## src/hw/oag_pkg.sv

```systemverilog
// Shared constants and types for the operand address generator
package oag_pkg;
    // Mode encodings of an operand request
    typedef enum logic [3:0] {
        OAG_FILE_DIRECT  = 4'h0,
        OAG_REG_DIRECT   = 4'h1,
        OAG_IND          = 4'h2,
        OAG_IND_POST_INC = 4'h3,
        OAG_IND_POST_DEC = 4'h4,
        OAG_IND_PRE_INC  = 4'h5,
        OAG_IND_PRE_DEC  = 4'h6,
        OAG_IND_REG_OFS  = 4'h7,
        OAG_IND_LIT_OFS  = 4'h8,
        OAG_LITERAL      = 4'h9,
        OAG_MOVE_FULL    = 4'ha,
        OAG_TABLE        = 4'hb
    } oag_mode_e;

    // Table access kinds
    typedef enum logic [1:0] {
        OAG_TBL_READ_LOW   = 2'h0,
        OAG_TBL_WRITE_LOW  = 2'h1,
        OAG_TBL_READ_HIGH  = 2'h2,
        OAG_TBL_WRITE_HIGH = 2'h3
    } oag_tbl_e;

    localparam int OAG_DATA_W = 16;
    localparam int OAG_NEAR_W = 13;
    localparam int OAG_PROG_W = 24;
    localparam int OAG_PAGE_W = 8;
    localparam int OAG_REG_IDX_W = 4;
    localparam int OAG_NUM_REGS = 16;
    localparam int OAG_LIT_SHORT_W = 5;
    localparam int OAG_LIT_LONG_W = 10;
    localparam logic [3:0] OAG_DEFAULT_REG = 4'h0;
    localparam logic [15:0] OAG_STEP_BYTE = 16'h0001;
    localparam logic [15:0] OAG_STEP_WORD = 16'h0002;
    localparam logic [15:0] OAG_REG_RESET = 16'h0000;
    localparam logic [7:0] OAG_PAGE_RESET = 8'h00;
    localparam int OAG_LOW_LSB = 0;
    localparam int OAG_HIGH_LSB = 16;
    localparam int OAG_HIGH_W = 8;
    localparam int OAG_RESULT_LAT = 1;
endpackage

```

## src/hw/oag_top.sv

```systemverilog
// Operand effective-address generator for a 16-bit core
//
// How it works
// - File-direct operand address is the 13-bit instruction field, near region.
// - File instructions use register zero as implied working operand.
// - Move instruction uses a full 16-bit address over whole data space.
// - Three-operand form: base register direct, second register or literal.
// - Literal field decoded as 5-bit or 10-bit by the request.
// - Register-direct returns register contents, no memory access.
// - Indirect uses pointer contents unmodified as address.
// - Post-modified uses old pointer, then writes back adjusted pointer.
// - Pre-modified adjusts pointer, writes it back, uses new value.
// - Register-indexed address is pointer plus base, no write-back.
// - Literal-offset address is pointer plus instruction literal.
// - Table address is page bits 7..0 above pointer effective address.
// - Low table accesses move bits 15..0, word or byte.
// - High table accesses move bits 23..16, word or byte.
`timescale 1ns/1ps
module oag_top #(
    parameter int DATA_W = 16,
    parameter int IDX_W = 4
) (
    // Clock and reset
    input wire logic CLK,
    input wire logic RSTN,
    // Operand request
    input wire logic REQ_VALID,
    input wire logic [3:0] REQ_MODE,
    input wire logic [IDX_W-1:0] PTR_IDX,
    input wire logic [IDX_W-1:0] BASE_IDX,
    input wire logic [12:0] FILE_ADDR,
    input wire logic [15:0] FULL_ADDR,
    input wire logic [9:0] LIT_FIELD,
    input wire logic LIT_LONG,
    input wire logic BYTE_OP,
    input wire logic [1:0] TBL_KIND,
    // Working register write from the core
    input wire logic REG_WE,
    input wire logic [IDX_W-1:0] REG_WIDX,
    input wire logic [DATA_W-1:0] REG_WDATA,
    // Table page register load
    input wire logic PAGE_WE,
    input wire logic [7:0] PAGE_WDATA,
    // Results
    output logic RES_VALID,
    output logic MEM_ACCESS,
    output logic [15:0] DATA_ADDR,
    output logic [15:0] OPERAND,
    output logic [15:0] BASE_OPERAND,
    output logic [15:0] IMPLIED_OPERAND,
    output logic PROG_ACCESS,
    output logic [23:0] PROG_ADDR,
    output logic PROG_HIGH,
    output logic PROG_WRITE,
    output logic PROG_BYTE,
    output logic [23:0] PROG_LANE_MASK
);
    // ------------------------------------------------------------
    // Request capture
    // ------------------------------------------------------------
    // Register reads take one cycle, so the request is held one stage.
    logic busy_r;
    logic [3:0] mode_r;
    logic [IDX_W-1:0] ptr_idx_r;
    logic [12:0] file_r;
    logic [15:0] full_r;
    logic [9:0] lit_r;
    logic lit_long_r;
    logic byte_r;
    logic [1:0] tbl_r;
    logic [7:0] page_r;
    logic [DATA_W-1:0] ptr_val;
    logic [DATA_W-1:0] base_val;
    logic [DATA_W-1:0] acc_val;
    logic [IDX_W-1:0] rb_sel;

    // Implied register zero is read on port B for file instructions
    assign rb_sel = (REQ_MODE == 4'(oag_pkg::OAG_FILE_DIRECT)) ?
        oag_pkg::OAG_DEFAULT_REG : BASE_IDX;

    always_ff @(posedge CLK or negedge RSTN) begin
        if (!RSTN) begin
            busy_r <= 1'b0;
            mode_r <= 4'h0;
            ptr_idx_r <= '0;
            file_r <= 13'h0000;
            full_r <= 16'h0000;
            lit_r <= 10'h000;
            lit_long_r <= 1'b0;
            byte_r <= 1'b0;
            tbl_r <= 2'h0;
        end else begin
            busy_r <= REQ_VALID;
            if (REQ_VALID) begin
                mode_r <= REQ_MODE;
                ptr_idx_r <= PTR_IDX;
                file_r <= FILE_ADDR;
                full_r <= FULL_ADDR;
                lit_r <= LIT_FIELD;
                lit_long_r <= LIT_LONG;
                byte_r <= BYTE_OP;
                tbl_r <= TBL_KIND;
            end
        end
    end

    always_ff @(posedge CLK or negedge RSTN) begin
        if (!RSTN) begin
            page_r <= oag_pkg::OAG_PAGE_RESET;
        end else if (PAGE_WE) begin
            page_r <= PAGE_WDATA;
        end
    end

    // ------------------------------------------------------------
    // Pointer arithmetic
    // ------------------------------------------------------------
    function automatic logic [15:0] lit_decode(input logic [9:0] f,
                                               input logic long_sel);
        logic [15:0] v;
        v = 16'h0000;
        if (long_sel) begin
            v = {6'h00, f};
        end else begin
            v = {11'h000, f[4:0]};
        end
        return v;
    endfunction

    wire [15:0] step = byte_r ? oag_pkg::OAG_STEP_BYTE
                              : oag_pkg::OAG_STEP_WORD;
    wire [15:0] ptr_inc = 16'(ptr_val + step);
    wire [15:0] ptr_dec = 16'(ptr_val - step);
    wire [15:0] lit_val = lit_decode(lit_r, lit_long_r);
    wire [15:0] idx_sum = 16'(ptr_val + base_val);
    wire [15:0] lit_sum = 16'(ptr_val + lit_val);

    logic [15:0] ea;
    logic mem_acc;
    logic [15:0] opnd;
    logic wb_en;
    logic [15:0] wb_val;

    always_comb begin
        ea = 16'h0000;
        mem_acc = 1'b0;
        opnd = 16'h0000;
        wb_en = 1'b0;
        wb_val = ptr_val;
        case (mode_r)
            4'(oag_pkg::OAG_FILE_DIRECT): begin
                ea = {3'h0, file_r};
                mem_acc = 1'b1;
            end
            4'(oag_pkg::OAG_MOVE_FULL): begin
                ea = full_r;
                mem_acc = 1'b1;
            end
            4'(oag_pkg::OAG_REG_DIRECT): begin
                opnd = ptr_val;
            end
            4'(oag_pkg::OAG_LITERAL): begin
                opnd = lit_val;
            end
            4'(oag_pkg::OAG_IND), 4'(oag_pkg::OAG_TABLE): begin
                ea = ptr_val;
                mem_acc = (mode_r == 4'(oag_pkg::OAG_IND));
            end
            4'(oag_pkg::OAG_IND_POST_INC): begin
                ea = ptr_val;
                mem_acc = 1'b1;
                wb_en = 1'b1;
                wb_val = ptr_inc;
            end
            4'(oag_pkg::OAG_IND_POST_DEC): begin
                ea = ptr_val;
                mem_acc = 1'b1;
                wb_en = 1'b1;
                wb_val = ptr_dec;
            end
            4'(oag_pkg::OAG_IND_PRE_INC): begin
                ea = ptr_inc;
                mem_acc = 1'b1;
                wb_en = 1'b1;
                wb_val = ptr_inc;
            end
            4'(oag_pkg::OAG_IND_PRE_DEC): begin
                ea = ptr_dec;
                mem_acc = 1'b1;
                wb_en = 1'b1;
                wb_val = ptr_dec;
            end
            4'(oag_pkg::OAG_IND_REG_OFS): begin
                ea = idx_sum;
                mem_acc = 1'b1;
            end
            4'(oag_pkg::OAG_IND_LIT_OFS): begin
                ea = lit_sum;
                mem_acc = 1'b1;
            end
            default: begin
                ea = 16'h0000;
            end
        endcase
    end

    // Pointer write-back wins over a core write in the same cycle
    wire rf_we = (busy_r && wb_en) || REG_WE;
    wire [IDX_W-1:0] rf_widx = (busy_r && wb_en) ? ptr_idx_r : REG_WIDX;
    wire [15:0] rf_wdata = (busy_r && wb_en) ? wb_val : REG_WDATA;

    oag_regfile #(
        .DATA_W(DATA_W),
        .IDX_W(IDX_W),
        .DEPTH(oag_pkg::OAG_NUM_REGS)
    ) u_regs (
        .CLK(CLK),
        .RSTN(RSTN),
        .ra_idx(PTR_IDX),
        .ra_data(ptr_val),
        .rb_idx(rb_sel),
        .rb_data(base_val),
        .we(rf_we),
        .w_idx(rf_widx),
        .w_data(rf_wdata)
    );

    // Implied register zero is the base read port value, shared with the base operand
    assign acc_val = base_val;

    // ------------------------------------------------------------
    // Table address formation
    // ------------------------------------------------------------
    wire is_tbl = busy_r && (mode_r == 4'(oag_pkg::OAG_TABLE));
    wire tbl_high = tbl_r[1];
    wire tbl_wr = tbl_r[0];
    wire [23:0] tbl_addr = {page_r, ptr_val};
    // Byte lane chosen by address bit 0 on the low word
    wire [23:0] low_mask = byte_r ? (ptr_val[0] ? 24'h00ff00 : 24'h0000ff)
                                  : 24'h00ffff;
    wire [23:0] high_mask = 24'hff0000;
    wire [23:0] lane_mask = tbl_high ? high_mask : low_mask;

    // ------------------------------------------------------------
    // Result registers
    // ------------------------------------------------------------
    always_ff @(posedge CLK or negedge RSTN) begin
        if (!RSTN) begin
            RES_VALID <= 1'b0;
            MEM_ACCESS <= 1'b0;
            DATA_ADDR <= 16'h0000;
            OPERAND <= 16'h0000;
            BASE_OPERAND <= 16'h0000;
            IMPLIED_OPERAND <= 16'h0000;
            PROG_ACCESS <= 1'b0;
            PROG_ADDR <= 24'h000000;
            PROG_HIGH <= 1'b0;
            PROG_WRITE <= 1'b0;
            PROG_BYTE <= 1'b0;
            PROG_LANE_MASK <= 24'h000000;
        end else begin
            RES_VALID <= busy_r;
            MEM_ACCESS <= busy_r && mem_acc;
            PROG_ACCESS <= is_tbl;
            if (busy_r) begin
                DATA_ADDR <= ea;
                OPERAND <= opnd;
                BASE_OPERAND <= base_val;
                IMPLIED_OPERAND <= acc_val;
                PROG_ADDR <= tbl_addr;
                PROG_HIGH <= tbl_high;
                PROG_WRITE <= tbl_wr;
                PROG_BYTE <= byte_r;
                PROG_LANE_MASK <= is_tbl ? lane_mask : 24'h000000;
            end
        end
    end

    // ------------------------------------------------------------
    // Checks
    // ------------------------------------------------------------
    a_file_near: assert property (@(posedge CLK) disable iff (!RSTN)
        busy_r && mode_r == 4'h0 |=> MEM_ACCESS && DATA_ADDR[15:13] == 3'h0
        && DATA_ADDR[12:0] == $past(file_r)) else $error("file addr");
    a_reg_direct: assert property (@(posedge CLK) disable iff (!RSTN)
        busy_r && mode_r == 4'h1 |=> !MEM_ACCESS && OPERAND == $past(ptr_val))
        else $error("reg direct");
    a_ind_plain: assert property (@(posedge CLK) disable iff (!RSTN)
        busy_r && mode_r == 4'h2 |=> DATA_ADDR == $past(ptr_val))
        else $error("indirect");
    a_post_inc: assert property (@(posedge CLK) disable iff (!RSTN)
        busy_r && mode_r == 4'h3 && !byte_r |=>
        DATA_ADDR == 16'($past(rf_wdata) - 16'h0002))
        else $error("post inc");
    a_pre_dec: assert property (@(posedge CLK) disable iff (!RSTN)
        busy_r && mode_r == 4'h6 |=> DATA_ADDR == $past(rf_wdata)
        && $past(rf_we)) else $error("pre dec");
    a_idx_sum: assert property (@(posedge CLK) disable iff (!RSTN)
        busy_r && mode_r == 4'h7 |-> !wb_en ##1
        DATA_ADDR == 16'($past(ptr_val) + $past(base_val)))
        else $error("indexed");
    a_lit_ofs: assert property (@(posedge CLK) disable iff (!RSTN)
        busy_r && mode_r == 4'h8 && !lit_long_r |=>
        DATA_ADDR == 16'($past(ptr_val) + {11'h000, $past(lit_r[4:0])}))
        else $error("lit offset");
    a_tbl_addr: assert property (@(posedge CLK) disable iff (!RSTN)
        is_tbl |=> PROG_ACCESS && PROG_ADDR[23:16] == $past(page_r)
        && PROG_ADDR[15:0] == $past(ptr_val)) else $error("table");
    a_tbl_high: assert property (@(posedge CLK) disable iff (!RSTN)
        is_tbl && tbl_high |=> PROG_LANE_MASK == 24'hff0000)
        else $error("high lanes");
    a_tbl_low: assert property (@(posedge CLK) disable iff (!RSTN)
        is_tbl && !tbl_high && !byte_r |=> PROG_LANE_MASK == 24'h00ffff)
        else $error("low lanes");
    a_step_byte: assert property (@(posedge CLK) disable iff (!RSTN)
        busy_r && mode_r == 4'h5 && byte_r |->
        rf_wdata == 16'(ptr_val + 16'h0001)) else $error("step");
    a_move_full: assert property (@(posedge CLK) disable iff (!RSTN)
        busy_r && mode_r == 4'ha |=> DATA_ADDR == $past(full_r))
        else $error("move");
    a_lit_long: assert property (@(posedge CLK) disable iff (!RSTN)
        busy_r && mode_r == 4'h9 && lit_long_r |=>
        OPERAND == {6'h00, $past(lit_r)}) else $error("literal");
endmodule

```

## src/hw/oag_regfile.sv

```systemverilog
// Working register file with two registered read ports and one write port
`timescale 1ns/1ps
module oag_regfile #(
    parameter int DATA_W = 16,
    parameter int IDX_W = 4,
    parameter int DEPTH = 16
) (
    // Clock and reset
    input wire logic CLK,
    input wire logic RSTN,
    // Read ports
    input wire logic [IDX_W-1:0] ra_idx,
    output logic [DATA_W-1:0] ra_data,
    input wire logic [IDX_W-1:0] rb_idx,
    output logic [DATA_W-1:0] rb_data,
    // Write port
    input wire logic we,
    input wire logic [IDX_W-1:0] w_idx,
    input wire logic [DATA_W-1:0] w_data
);
    logic [DATA_W-1:0] mem_r [DEPTH];

    always_ff @(posedge CLK or negedge RSTN) begin
        if (!RSTN) begin
            for (int i = 0; i < DEPTH; i++) begin
                mem_r[i] <= oag_pkg::OAG_REG_RESET;
            end
            ra_data <= oag_pkg::OAG_REG_RESET;
            rb_data <= oag_pkg::OAG_REG_RESET;
        end else begin
            if (we) begin
                mem_r[w_idx] <= w_data;
            end
            ra_data <= mem_r[ra_idx];
            rb_data <= mem_r[rb_idx];
        end
    end
endmodule

```

## config.mk

```make
export PLATFORM = sky130hd
export DESIGN_NAME = oag_top
export DESIGN_NICKNAME = d
export VERILOG_FILES = /design/src/hw/oag_pkg.sv /design/src/hw/oag_top.sv /design/src/hw/oag_regfile.sv
export SDC_FILE = /design/constraint.sdc
export NUM_CORES = 1
export LEC_CHECK = 0
export BUFFER_PORTS_ARGS = -buffer_cell sky130_fd_sc_hd__buf_2
export CAP_MARGIN = 20
export CORE_MARGIN = 4
export CORE_UTILIZATION = 55
export DETAILED_ROUTE_END_ITERATION = 7
export PLACE_DENSITY = 0.86
export SETUP_SLACK_MARGIN = 0.02
export SYNTH_ARGS = -nofsm -noshare
export SYNTH_HDL_FRONTEND = slang
export SYNTH_HIERARCHICAL = 1
export SYNTH_SLANG_ARGS = --single-unit
export TNS_END_PERCENT = 50
```

## constraint.sdc

```tcl
create_clock -name CLK -period 5.85 [get_ports CLK]
set_input_delay 0.585 -clock CLK [delete_from_list [all_inputs] [get_ports CLK]]
set_output_delay 0.585 -clock CLK [all_outputs]
set_load 0.05 [all_outputs]
```

# Yosys cells after proc, flatten, opt, wreduce, memory -nomap -nowiden
# Index checks and enable logic that the tools add are counted.
# totals
regBits,450
inputBits,88
wordCells,97
# op_classes
addsub,4
order_cmp,4
n_eq_ne,11
mux,23
n_bitwise,3
n_reduce_logical,13
# op_table
op,n
bitwise mux 256 bit,1
binary-select mux 16 bit (select 4 bit),2
2-to-1 mux 16 bit,8
one-hot mux 16 bit (7 select lines),1
demux 16 bit (select 4 bit),1
one-hot mux 16 bit (2 select lines),2
2-to-1 mux 24 bit,2
adder 16 bit,2
adder 16 x 2 -> 16 bit,1
equality test 4 x 3 -> 1 bit (second input constant),4
equality test 4 bit (second input constant),4
subtractor 16 x 2 -> 16 bit,1
greater-or-equal comparator 5 bit (second input constant),3
inverter 4 -> 5 bit,3
2-to-1 mux 10 bit,1
equality test 4 x 2 -> 1 bit (second input constant),2
logical NOT 4 bit,2
2-to-1 mux 4 bit,2
OR reduction 4 bit,2
OR reduction 8 bit,1
OR reduction 2 bit,3
less-than comparator 5 x 1 -> 1 bit (second input constant),1
equality test 4 x 1 -> 1 bit (second input constant),1
logical AND 1 bit,4
4 further kinds,4

# Depth between registers and ports, before layout
# Gate-level depths: netlist of the first run.
# depth
depth_word,11
depth_mapped,15

# Hierarchy
# Netlist of the first run, hierarchy kept.
# modules_own_cells
module,n_inst,cells_per_inst,area_per_inst_um2
oag_regfile,1,879,14274.9
oag_top,1,809,8413.1

# Worst setup path after synthesis of the first run
# No wires, ideal clock.
# synth_timing
kind,reg-to-reg
start,register mode_r[1]
end,register DATA_ADDR[12]
setup_time_ns,0.087
arrival_ns,3.552
setup_slack_ns,2.211
path_stages_with_launch,15
n_path_buf,3
period_less_slack_ns,3.639
cell_sequence,dfrtp_1 clkbuf_1 or4b_2 clkbuf_1 clkbuf_1 mux2_2 ha_1 inv_1 fa_1 nor2b_1 o31a_1 a211oi_1 o31a_1 or4_1 o211ai_1
# synth_between
elab_chain_len,3
word_cells_on_any_way,12
# synth_rtl
element,line_no,text
start: declaration,oag_top.sv:63,logic [3:0] mode_r;
start signal: assignment,oag_top.sv:84,mode_r <= 4'h0;
start signal: assignment,oag_top.sv:95,mode_r <= REQ_MODE;
"equality test 4 x 2 -> 1 bit, or another cell as far along",oag_top.sv:150,case (mode_r)
OR reduction 4 bit (no line),--,
one-hot mux 16 bit (7 select lines) *,oag_top.sv:150,
end signal: assignment,oag_top.sv:251,DATA_ADDR <= 16'h0000;
end signal: assignment,oag_top.sv:266,DATA_ADDR <= ea;
end: declaration,oag_top.sv:47,"output logic [15:0] DATA_ADDR,"
# Every way passes the cells marked *; elsewhere a longest branch is shown, timed or not.
# A chain may end at the register's enable or synchronous reset.

# Worst setup path after layout of the first run
# layout_timing
start,register mode_r[3]
end,register u_regs/mem_r[200] (netlist bit)
# layout_between
elab_chain_len,11
word_cells_on_any_way,20
# layout_rtl
element,line_no,text
equality test 4 x 3 -> 1 bit / equality test 4 x 2 -> 1 bit (equally long branches),oag_top.sv:150,
OR reduction 4 bit (no line) *,--,
2-to-1 mux 1 bit *,oag_top.sv:150,
logical AND 1 bit *,oag_top.sv:209,wire [IDX_W-1:0] rf_widx = (busy_r && wb_en) ? ptr_idx_r : REG_WIDX;
2-to-1 mux 4 bit *,oag_top.sv:209,
net rf_widx[3],oag_top.sv:209,
inverter 4 -> 5 bit (not written as such) *,oag_regfile.sv:32,mem_r[w_idx] <= w_data;
greater-or-equal comparator 5 bit (not written as such) / less-than comparator 5 x 1 -> 1 bit (equally long branches),oag_regfile.sv:32,
logical AND 1 bit (not written as such),oag_regfile.sv:32,
2-to-1 mux 16 bit (not written as such),oag_regfile.sv:32,
demux 16 bit (select 4 bit) *,oag_regfile.sv:32,
bitwise mux 256 bit *,oag_regfile.sv:32,
end signal: indexed assignment,oag_regfile.sv:26,mem_r[i] <= oag_pkg::OAG_REG_RESET;
end signal: indexed assignment,oag_regfile.sv:32,
end: declaration,oag_regfile.sv:21,logic [DATA_W-1:0] mem_r [DEPTH];
# The timed path passes the listed nets; every way through them passes the cells marked *.

==> impl_metrics.env, run 1 <==
export IMPL_finalMaxSlewViolations=0
export IMPL_status="completed"
export IMPL_synthArstFlopShare_pct=100.0
export IMPL_grt_pass1_wl_um=97370
export IMPL_vias=15890
export IMPL_finalHoldViolCount=0
export IMPL_antenna_found_initial=0
export IMPL_slew_headroom_pct=16.59
export IMPL_core_um2=40830
export IMPL_synth_cell_types=77
export IMPL_drtIter0Drc=1770
export IMPL_drt_vias_per_instance=6.701
export IMPL_clk_pin_slew_ns=0.06
export IMPL_synth_edf_count=0
export IMPL_hold_path_class="in2async"
export IMPL_num_rows=74
export IMPL_setup_violations=0
export IMPL_drive_above_1_share_pct=46.47
export IMPL_post_cts_buffers=0
export IMPL_antenna_left=0
export IMPL_htree_num_levels=2
export IMPL_yosys_area_top_type="dfrtp_1"
export IMPL_startpoint="mode_r[3]"
export IMPL_grt_usage_pct=28.39
export IMPL_overflow=0
export IMPL_synth_top_cell_area_share_pct=47.32
export IMPL_reg2reg_depth=9
export IMPL_synth_most_common_cell="dfrtp_1"
export IMPL_synthesis_nets=1799
export IMPL_final_util_pct=62.04
export IMPL_clkSinkCount=429
export IMPL_start_util_pct=55.56
export IMPL_reg2reg_slack_ns=1.58
export IMPL_maxCapViolations=0
export IMPL_numCtsBuffers=45
export IMPL_clockBufferDepth=3
export IMPL_grt_pass1_vias=16560
export IMPL_drc=0
export IMPL_fmax_ghz=0.2339
export IMPL_grt_max_degree=141
export IMPL_ys_seq_area_share_pct=47.32
export IMPL_clock_latency_ns=0.58
export IMPL_setup_tns_ns=0
export IMPL_cp_arrival_ns=4.73
export IMPL_n_antenna_cell=0
export IMPL_place_gp_congestion=0.9463
export IMPL_io_pins=206
export IMPL_tightestPinTransition_ns=1.246
export IMPL_avgSynthCellArea_um2=13.44
export IMPL_wire_per_inst_um=26.93
export IMPL_dieArea_um2=44570
export IMPL_crit_fanout=16
export IMPL_reg2reg_to="u_regs/mem_r[200]"
export IMPL_ctsResizeCount=0
export IMPL_synth_area_um2=22690
export IMPL_p_leak_nw=11.17
export IMPL_num_fill_cells=2935
export IMPL_start_kind="flip-flop"
export IMPL_portBuffers=205
export IMPL_yosys_top_cells_area="dfrtp_1 47%, mux2_2 17%, mux4_2 13%"
export IMPL_synth_commonest_cells="429 x dfrtp_1, 345 x mux2_2, 128 x mux4_2, 87 x nand2_1, 80 x a22oi_1"
export IMPL_endpoint_kind="flip-flop"
export IMPL_endpoint="u_regs/mem_r[200]"
export IMPL_yosys_warnings=6
export IMPL_rsz0062_at_grt="no"
export IMPL_fp_dieW_um=211.1
export IMPL_ys_flop_type="dfrtp_1"
export IMPL_dr_pass1_iters=6
export IMPL_path_class="reg2reg"
export IMPL_post_dp_hpwl_um=41390
export IMPL_ir_drop_uv=258.8
export IMPL_whs_ns=0.04946
export IMPL_die_h_um=211.1
export IMPL_root_buffer="clkbuf_16"
export IMPL_cp_required_ns=6.30
export IMPL_cts_tree="built"
export IMPL_layout_nets=1924
export IMPL_period_needed_ns=4.275
export IMPL_drt_wl_total_um=63870
export IMPL_min_period_over_period_pct=73.08
export IMPL_synth_cells=1688
export IMPL_r2r_start="mode_r[3]"
export IMPL_ys_ff_latch=429
export IMPL_powerDensity_nw_per_um2=492.2
export IMPL_postCtsHoldBufs=0
export IMPL_syn_to_final_growth_pct=11.65
export IMPL_finClkSkew_ns=0.01358
## cells in the final DEF (no fill, tap or decap), types with 5 or more instances in the layout
| master | n |
|---|---|
| o221ai_1 | 9 |
| or3_1 | 8 |
| dfrtp_1 | 428 |
| a211oi_1 | 7 |
| ha_1 | 20 |
| nand2_1 | 87 |
| mux2_4 | 20 |
| nor2_2 | 11 |
| mux4_2 | 128 |
| xnor2_1 | 19 |
| clkbuf_1 | 8 |
| o2bb2ai_1 | 6 |
| a22oi_1 | 80 |
| nor4_1 | 6 |
| nand4_1 | 6 |
| mux2_2 | 345 |
| nand3_1 | 13 |
| buf_2 | 203 |
| a22o_1 | 17 |
| a221oi_1 | 10 |
| o211ai_1 | 5 |
| inv_1 | 20 |
| clkbuf_8 | 10 |
| a21oi_1 | 38 |
| clkbuf_16 | 47 |
| or2_2 | 5 |
| and2_1 | 11 |
| a31oi_1 | 5 |
| nor2b_1 | 11 |
| o21ai_0 | 47 |
| a21o_1 | 12 |
| nand2b_1 | 9 |
| nor3_1 | 9 |
| xor2_1 | 5 |
| nor2_1 | 35 |
| a221o_1 | 7 |
| buf_4 | 43 |
## worst min path at each step
stage / start / to / slack, ns
CTS: RSTN / PROG_ADDR[9] / 0.07
global route: RSTN / PROG_ADDR[9] / 0.08
detailed placement: DATA_ADDR[2] / DATA_ADDR[2] / 0.47
floorplan: RSTN / DATA_ADDR[0] / 0.29
global placement: DATA_ADDR[0] / DATA_ADDR[0] / 0.46
finish: RSTN / PROG_ADDR[9] / 0.05
## metal layers
metal	share of wire (%)	routed length, um	vias to the layer above	GRT usage, %
met5	0	0	-	0
met4	4.9	3128	0	12.85
met3	9.6	6156	226	6.179
met2	48	30690	908	46.18
met1	37	23890	8143	36.95
li1	-	-	6617	-
## critical path: stages (launching register included)
cell and delay (ns):
dfrtp_1 0.62, nand2b_1 0.41, nor2_1 0.08, buf_4 0.22, o21ai_2 0.60, mux2_2 0.48
nor3b_4 0.30, nor2b_1 0.75, buf_4 0.31, mux2_2 0.35
## cell type report
| cell class | count | area [um2] | area share [%] |
|---|---|---|---|
| Inverter | 21 | 78.83 | 0.3112 |
| Clock buffer | 65 | 1344 | 5.305 |
| Clock inverter | 9 | 127.6 | 0.5038 |
| Timing Repair Buffer | 251 | 1424 | 5.621 |
| Tap cell | 532 | 665.6 | 2.628 |
| Multi-Input combinational cell | 1065 | 10950 | 43.25 |
| Sequential cell | 429 | 10740 | 42.39 |
## where the power goes
| group | total (W) | leakage (nW) | internal (W) | switching [W] |
|---|---|---|---|---|
| Clock | 0.00288 | 0.728 | 0.00171 | 0.00116 |
| Combinational | 0.00447 | 5.15 | 0.00214 | 0.00233 |
| Sequential | 0.00512 | 5.29 | 0.00408 | 0.00104 |
## per-stage QoR
stage | std cells | setup slack, ns | power, W | instance area (um2)
floorplan | 1688 | 2.211 | 0.008325 | 22690
global placement | 2295 | 1.800 | 0.009260 | 23820
detailed placement | 2295 | 1.690 | 0.009523 | 23820
CTS | 2369 | 1.682 | 0.01244 | 25290
global route | 2372 | 1.408 | 0.01302 | 25330
finish | 2372 | 1.575 | 0.01247 | 25330
## flip-flops by register name, indices dropped and copies added, names as in the netlist, 13 cells and up
| register | flops |
|---|---|
| DATA_ADDR | 16 |
| IMPLIED_OPERAND | 16 |
| OPERAND | 16 |
| PROG_ADDR | 24 |
| file_r | 13 |
| full_r | 16 |
| u_regs/mem_r | 256 |
| u_regs/ra_data | 16 |
| u_regs/rb_data | 16 |
## kinds of logic (layout without fill, tap and decap cells)
family | after synthesis | in the layout | share of synthesized area [%]
XOR/XNOR | 24 | 24 | 0.9265
AND/OR/NAND/NOR | 239 | 239 | 5.526
flip-flops | 429 | 429 | 47.32
buffers and inverters | 194 | 346 | 4.688
multiplexers | 495 | 495 | 31.24
AO/OA/AOI/OAI | 284 | 284 | 8.934
adder cells (fa/ha/maj) | 23 | 23 | 1.368
Note: power is estimated with default switching activity, not from simulation.
==> run 2: changes to the inputs <==
--- a/config.mk
+++ b/config.mk
@@ -8,9 +8,9 @@
 export BUFFER_PORTS_ARGS = -buffer_cell sky130_fd_sc_hd__buf_2
 export CAP_MARGIN = 20
 export CORE_MARGIN = 4
-export CORE_UTILIZATION = 55
+export CORE_UTILIZATION = 54
 export DETAILED_ROUTE_END_ITERATION = 7
-export PLACE_DENSITY = 0.86
+export PLACE_DENSITY = 0.87
 export SETUP_SLACK_MARGIN = 0.02
 export SYNTH_ARGS = -nofsm -noshare
 export SYNTH_HDL_FRONTEND = slang
==> constraint.sdc (replaced) <==
create_clock -name CLK -period 3.63 [get_ports CLK]
set_input_delay 0.363 -clock CLK [delete_from_list [all_inputs] [get_ports CLK]]
set_output_delay 0.363 -clock CLK [all_outputs]
set_load 0.05 [all_outputs]
==> run 2 against run 1 <==
Compared with the run above:
- global-route usage grew 0.76 points
- maximum frequency grew 24%
- largest power group unchanged
- worst setup slack lost 1.4 ns
- cell count grew 1.9%
- critical path depth grew 1
- power grew 63%
- combinational power grew 70%
==> impl_metrics.env, run 2 (synthesis results as in run 1) <==
export IMPL_htree_num_levels=2
export IMPL_antenna_left=0
export IMPL_period_needed_ns=3.461
export IMPL_path_cells="or4b_2 > buf_6 > mux2_2 > ha_1 > nor2b_2 > o31a_1 > o311a_1 > a21oi_1 > mux2i_1 > a21oi_1"
export IMPL_reg2reg_to="DATA_ADDR[14]"
export IMPL_hold_path_class="in2reg"
export IMPL_cp_slowest_stage_delay_ns=0.70
export IMPL_clkSinkCount=429
export IMPL_start_kind="flip-flop"
export IMPL_startpoint="mode_r[1]"
export IMPL_finalMaxSlewViolations=0
export IMPL_ir_drop_uv=408.3
export IMPL_antenna_found_initial=2
export IMPL_place_gp_congestion=1.028
export IMPL_cts_tree="built"
export IMPL_tightestPinTransition_ns=1.201
export IMPL_largest_register_ffs=256
export IMPL_setup_violations=0
export IMPL_numCtsBuffers=45
export IMPL_drive_above_1_share_pct=47.51
export IMPL_grt_usage_pct=29.14
export IMPL_start_util_pct=55.07
export IMPL_drt_wl_total_um=66550
export IMPL_layout_nets=1962
export IMPL_crit_path_frequent_cell="a21oi_1"
export IMPL_slowest_stage="or4b_2"
export IMPL_syn_to_final_growth_pct=13.32
export IMPL_clockBufferDepth=3
export IMPL_vias=16410
export IMPL_num_rows=74
export IMPL_powerDensity_nw_per_um2=791.8
export IMPL_die_h_um=213.0
export IMPL_reg_top3="u_regs/mem_r (256), PROG_ADDR (24)"
export IMPL_endpoint_kind="flip-flop"
export IMPL_reg2reg_depth=10
export IMPL_p_leak_nw=11.39
export IMPL_grt_max_degree=117
export IMPL_clk_pin_slew_ns=0.06
export IMPL_slew_headroom_pct=19.94
export IMPL_core_um2=41200
export IMPL_final_cell_mix="427 x dfrtp_1, 345 x mux2_2, 203 x buf_2, 128 x mux4_2, 87 x nand2_1"
export IMPL_drt_vias_per_instance=6.789
export IMPL_post_dp_hpwl_um=43400
export IMPL_registers_top_by_ff_count="u_regs/mem_r"
export IMPL_fmax_ghz=0.2890
export IMPL_overflow=0
export IMPL_clock_latency_ns=0.58
export IMPL_endpoint="DATA_ADDR[14]"
export IMPL_root_buffer="clkbuf_16"
export IMPL_cp_arrival_ns=3.91
export IMPL_io_pins=206
export IMPL_layout_commonest_cell="dfrtp_1"
export IMPL_p_total_w=0.02036
export IMPL_setup_tns_ns=0
export IMPL_reg2reg_slack_ns=0.17
export IMPL_path_class="reg2reg"
export IMPL_dp_slack_ns=0.1672
export IMPL_wire_per_inst_um=27.53
export IMPL_r2r_start="mode_r[1]"
export IMPL_setup_slack_ns=0.1692
export IMPL_dieArea_um2=45360
export IMPL_finClkSkew_ns=0.02271
export IMPL_status="completed"
export IMPL_fp_dieW_um=213.0
export IMPL_maxCapViolations=0
export IMPL_grt_pass1_wl_um=101200
export IMPL_grt_pass1_vias=17290
export IMPL_cp_required_ns=4.08
export IMPL_drtIter0Drc=1906
export IMPL_dr_pass1_iters=8
export IMPL_finalHoldViolCount=0
export IMPL_drc=0
export IMPL_crit_fanout=22
export IMPL_rsz0062_at_grt="no"
export IMPL_portBuffers=205
export IMPL_min_period_over_period_pct=95.34
## run 2: metrics by stage
step / hold slack [ns] / util (%) / area [um2] / instances
6_report: 0.01272 / 62.40 / 25710 / 2417
5_1_grt: 0.02026 / 62.40 / 25710 / 2417
4_1_cts: 0.001498 / 62.17 / 25610 / 2413
3_5_place_dp: 0.4680 / 58.56 / 24130 / 2332
3_3_place_gp: 0.4648 / 58.56 / 24130 / 2332
2_1_floorplan: 0.06741 / - / 22690 / 1688
## run 2: critical path: cells and delay by family (launching register included)
family | cells | cell delay, ns
mux | 2 | 0.52
buf+inv | 1 | 0.20
compound gates | 4 | 1.06
fa+ha+maj | 1 | 0.30
simple gates | 2 | 0.87
flops | 1 | 0.37
## run 2: worst min path at each step
stage	from	to	slack, ns	cells after the start
finish	BYTE_OP	byte_r	0.01	3
global route	FILE_ADDR[5]	file_r[5]	0.02	2
CTS	BYTE_OP	byte_r	0.001	3
detailed placement	DATA_ADDR[0]	DATA_ADDR[0]	0.47	1
global placement	DATA_ADDR[0]	DATA_ADDR[0]	0.46	1
floorplan	RSTN	DATA_ADDR[0]	0.07	0
## run 2: report_power, final
group	internal [W]	switching [W]	total, W
Clock	0.00273	0.00190	0.00464
Sequential	0.00658	0.00153	0.00811
Combinational	0.00356	0.00406	0.00761
## run 2: what timing repair did
| action | CTS | global route |
|---|---|---|
| endpoints found under the hold margin | 105 | 0 |
| hold buffers | 1 | 0 |
| endpoints found under the setup margin | 0 | 35 |
| buffers inserted | 0 | 1 |
| gates resized for setup | 0 | 9 |
## run 2: layout make-up
| cell class | count | area, um2 |
|---|---|---|
| tap | 532 | 665.6 |
| antenna | 1 | 2.502 |
| multi-input combinational | 1065 | 10960 |
| sequential | 429 | 10740 |
| clock buffer | 71 | 1376 |
| timing repair buffer | 289 | 1790 |
| fill | 2871 | 15490 |
| inverter | 21 | 78.83 |
| clock inverter | 9 | 98.84 |
## run 2: routing by layer
| metal | global-route usage, % | routed length (um) |
|---|---|---|
| met5 | 0 | 13 |
| met4 | 13.24 | 2906 |
| met3 | 6.303 | 6975 |
| met2 | 47.78 | 32670 |
| met1 | 37.62 | 23980 |
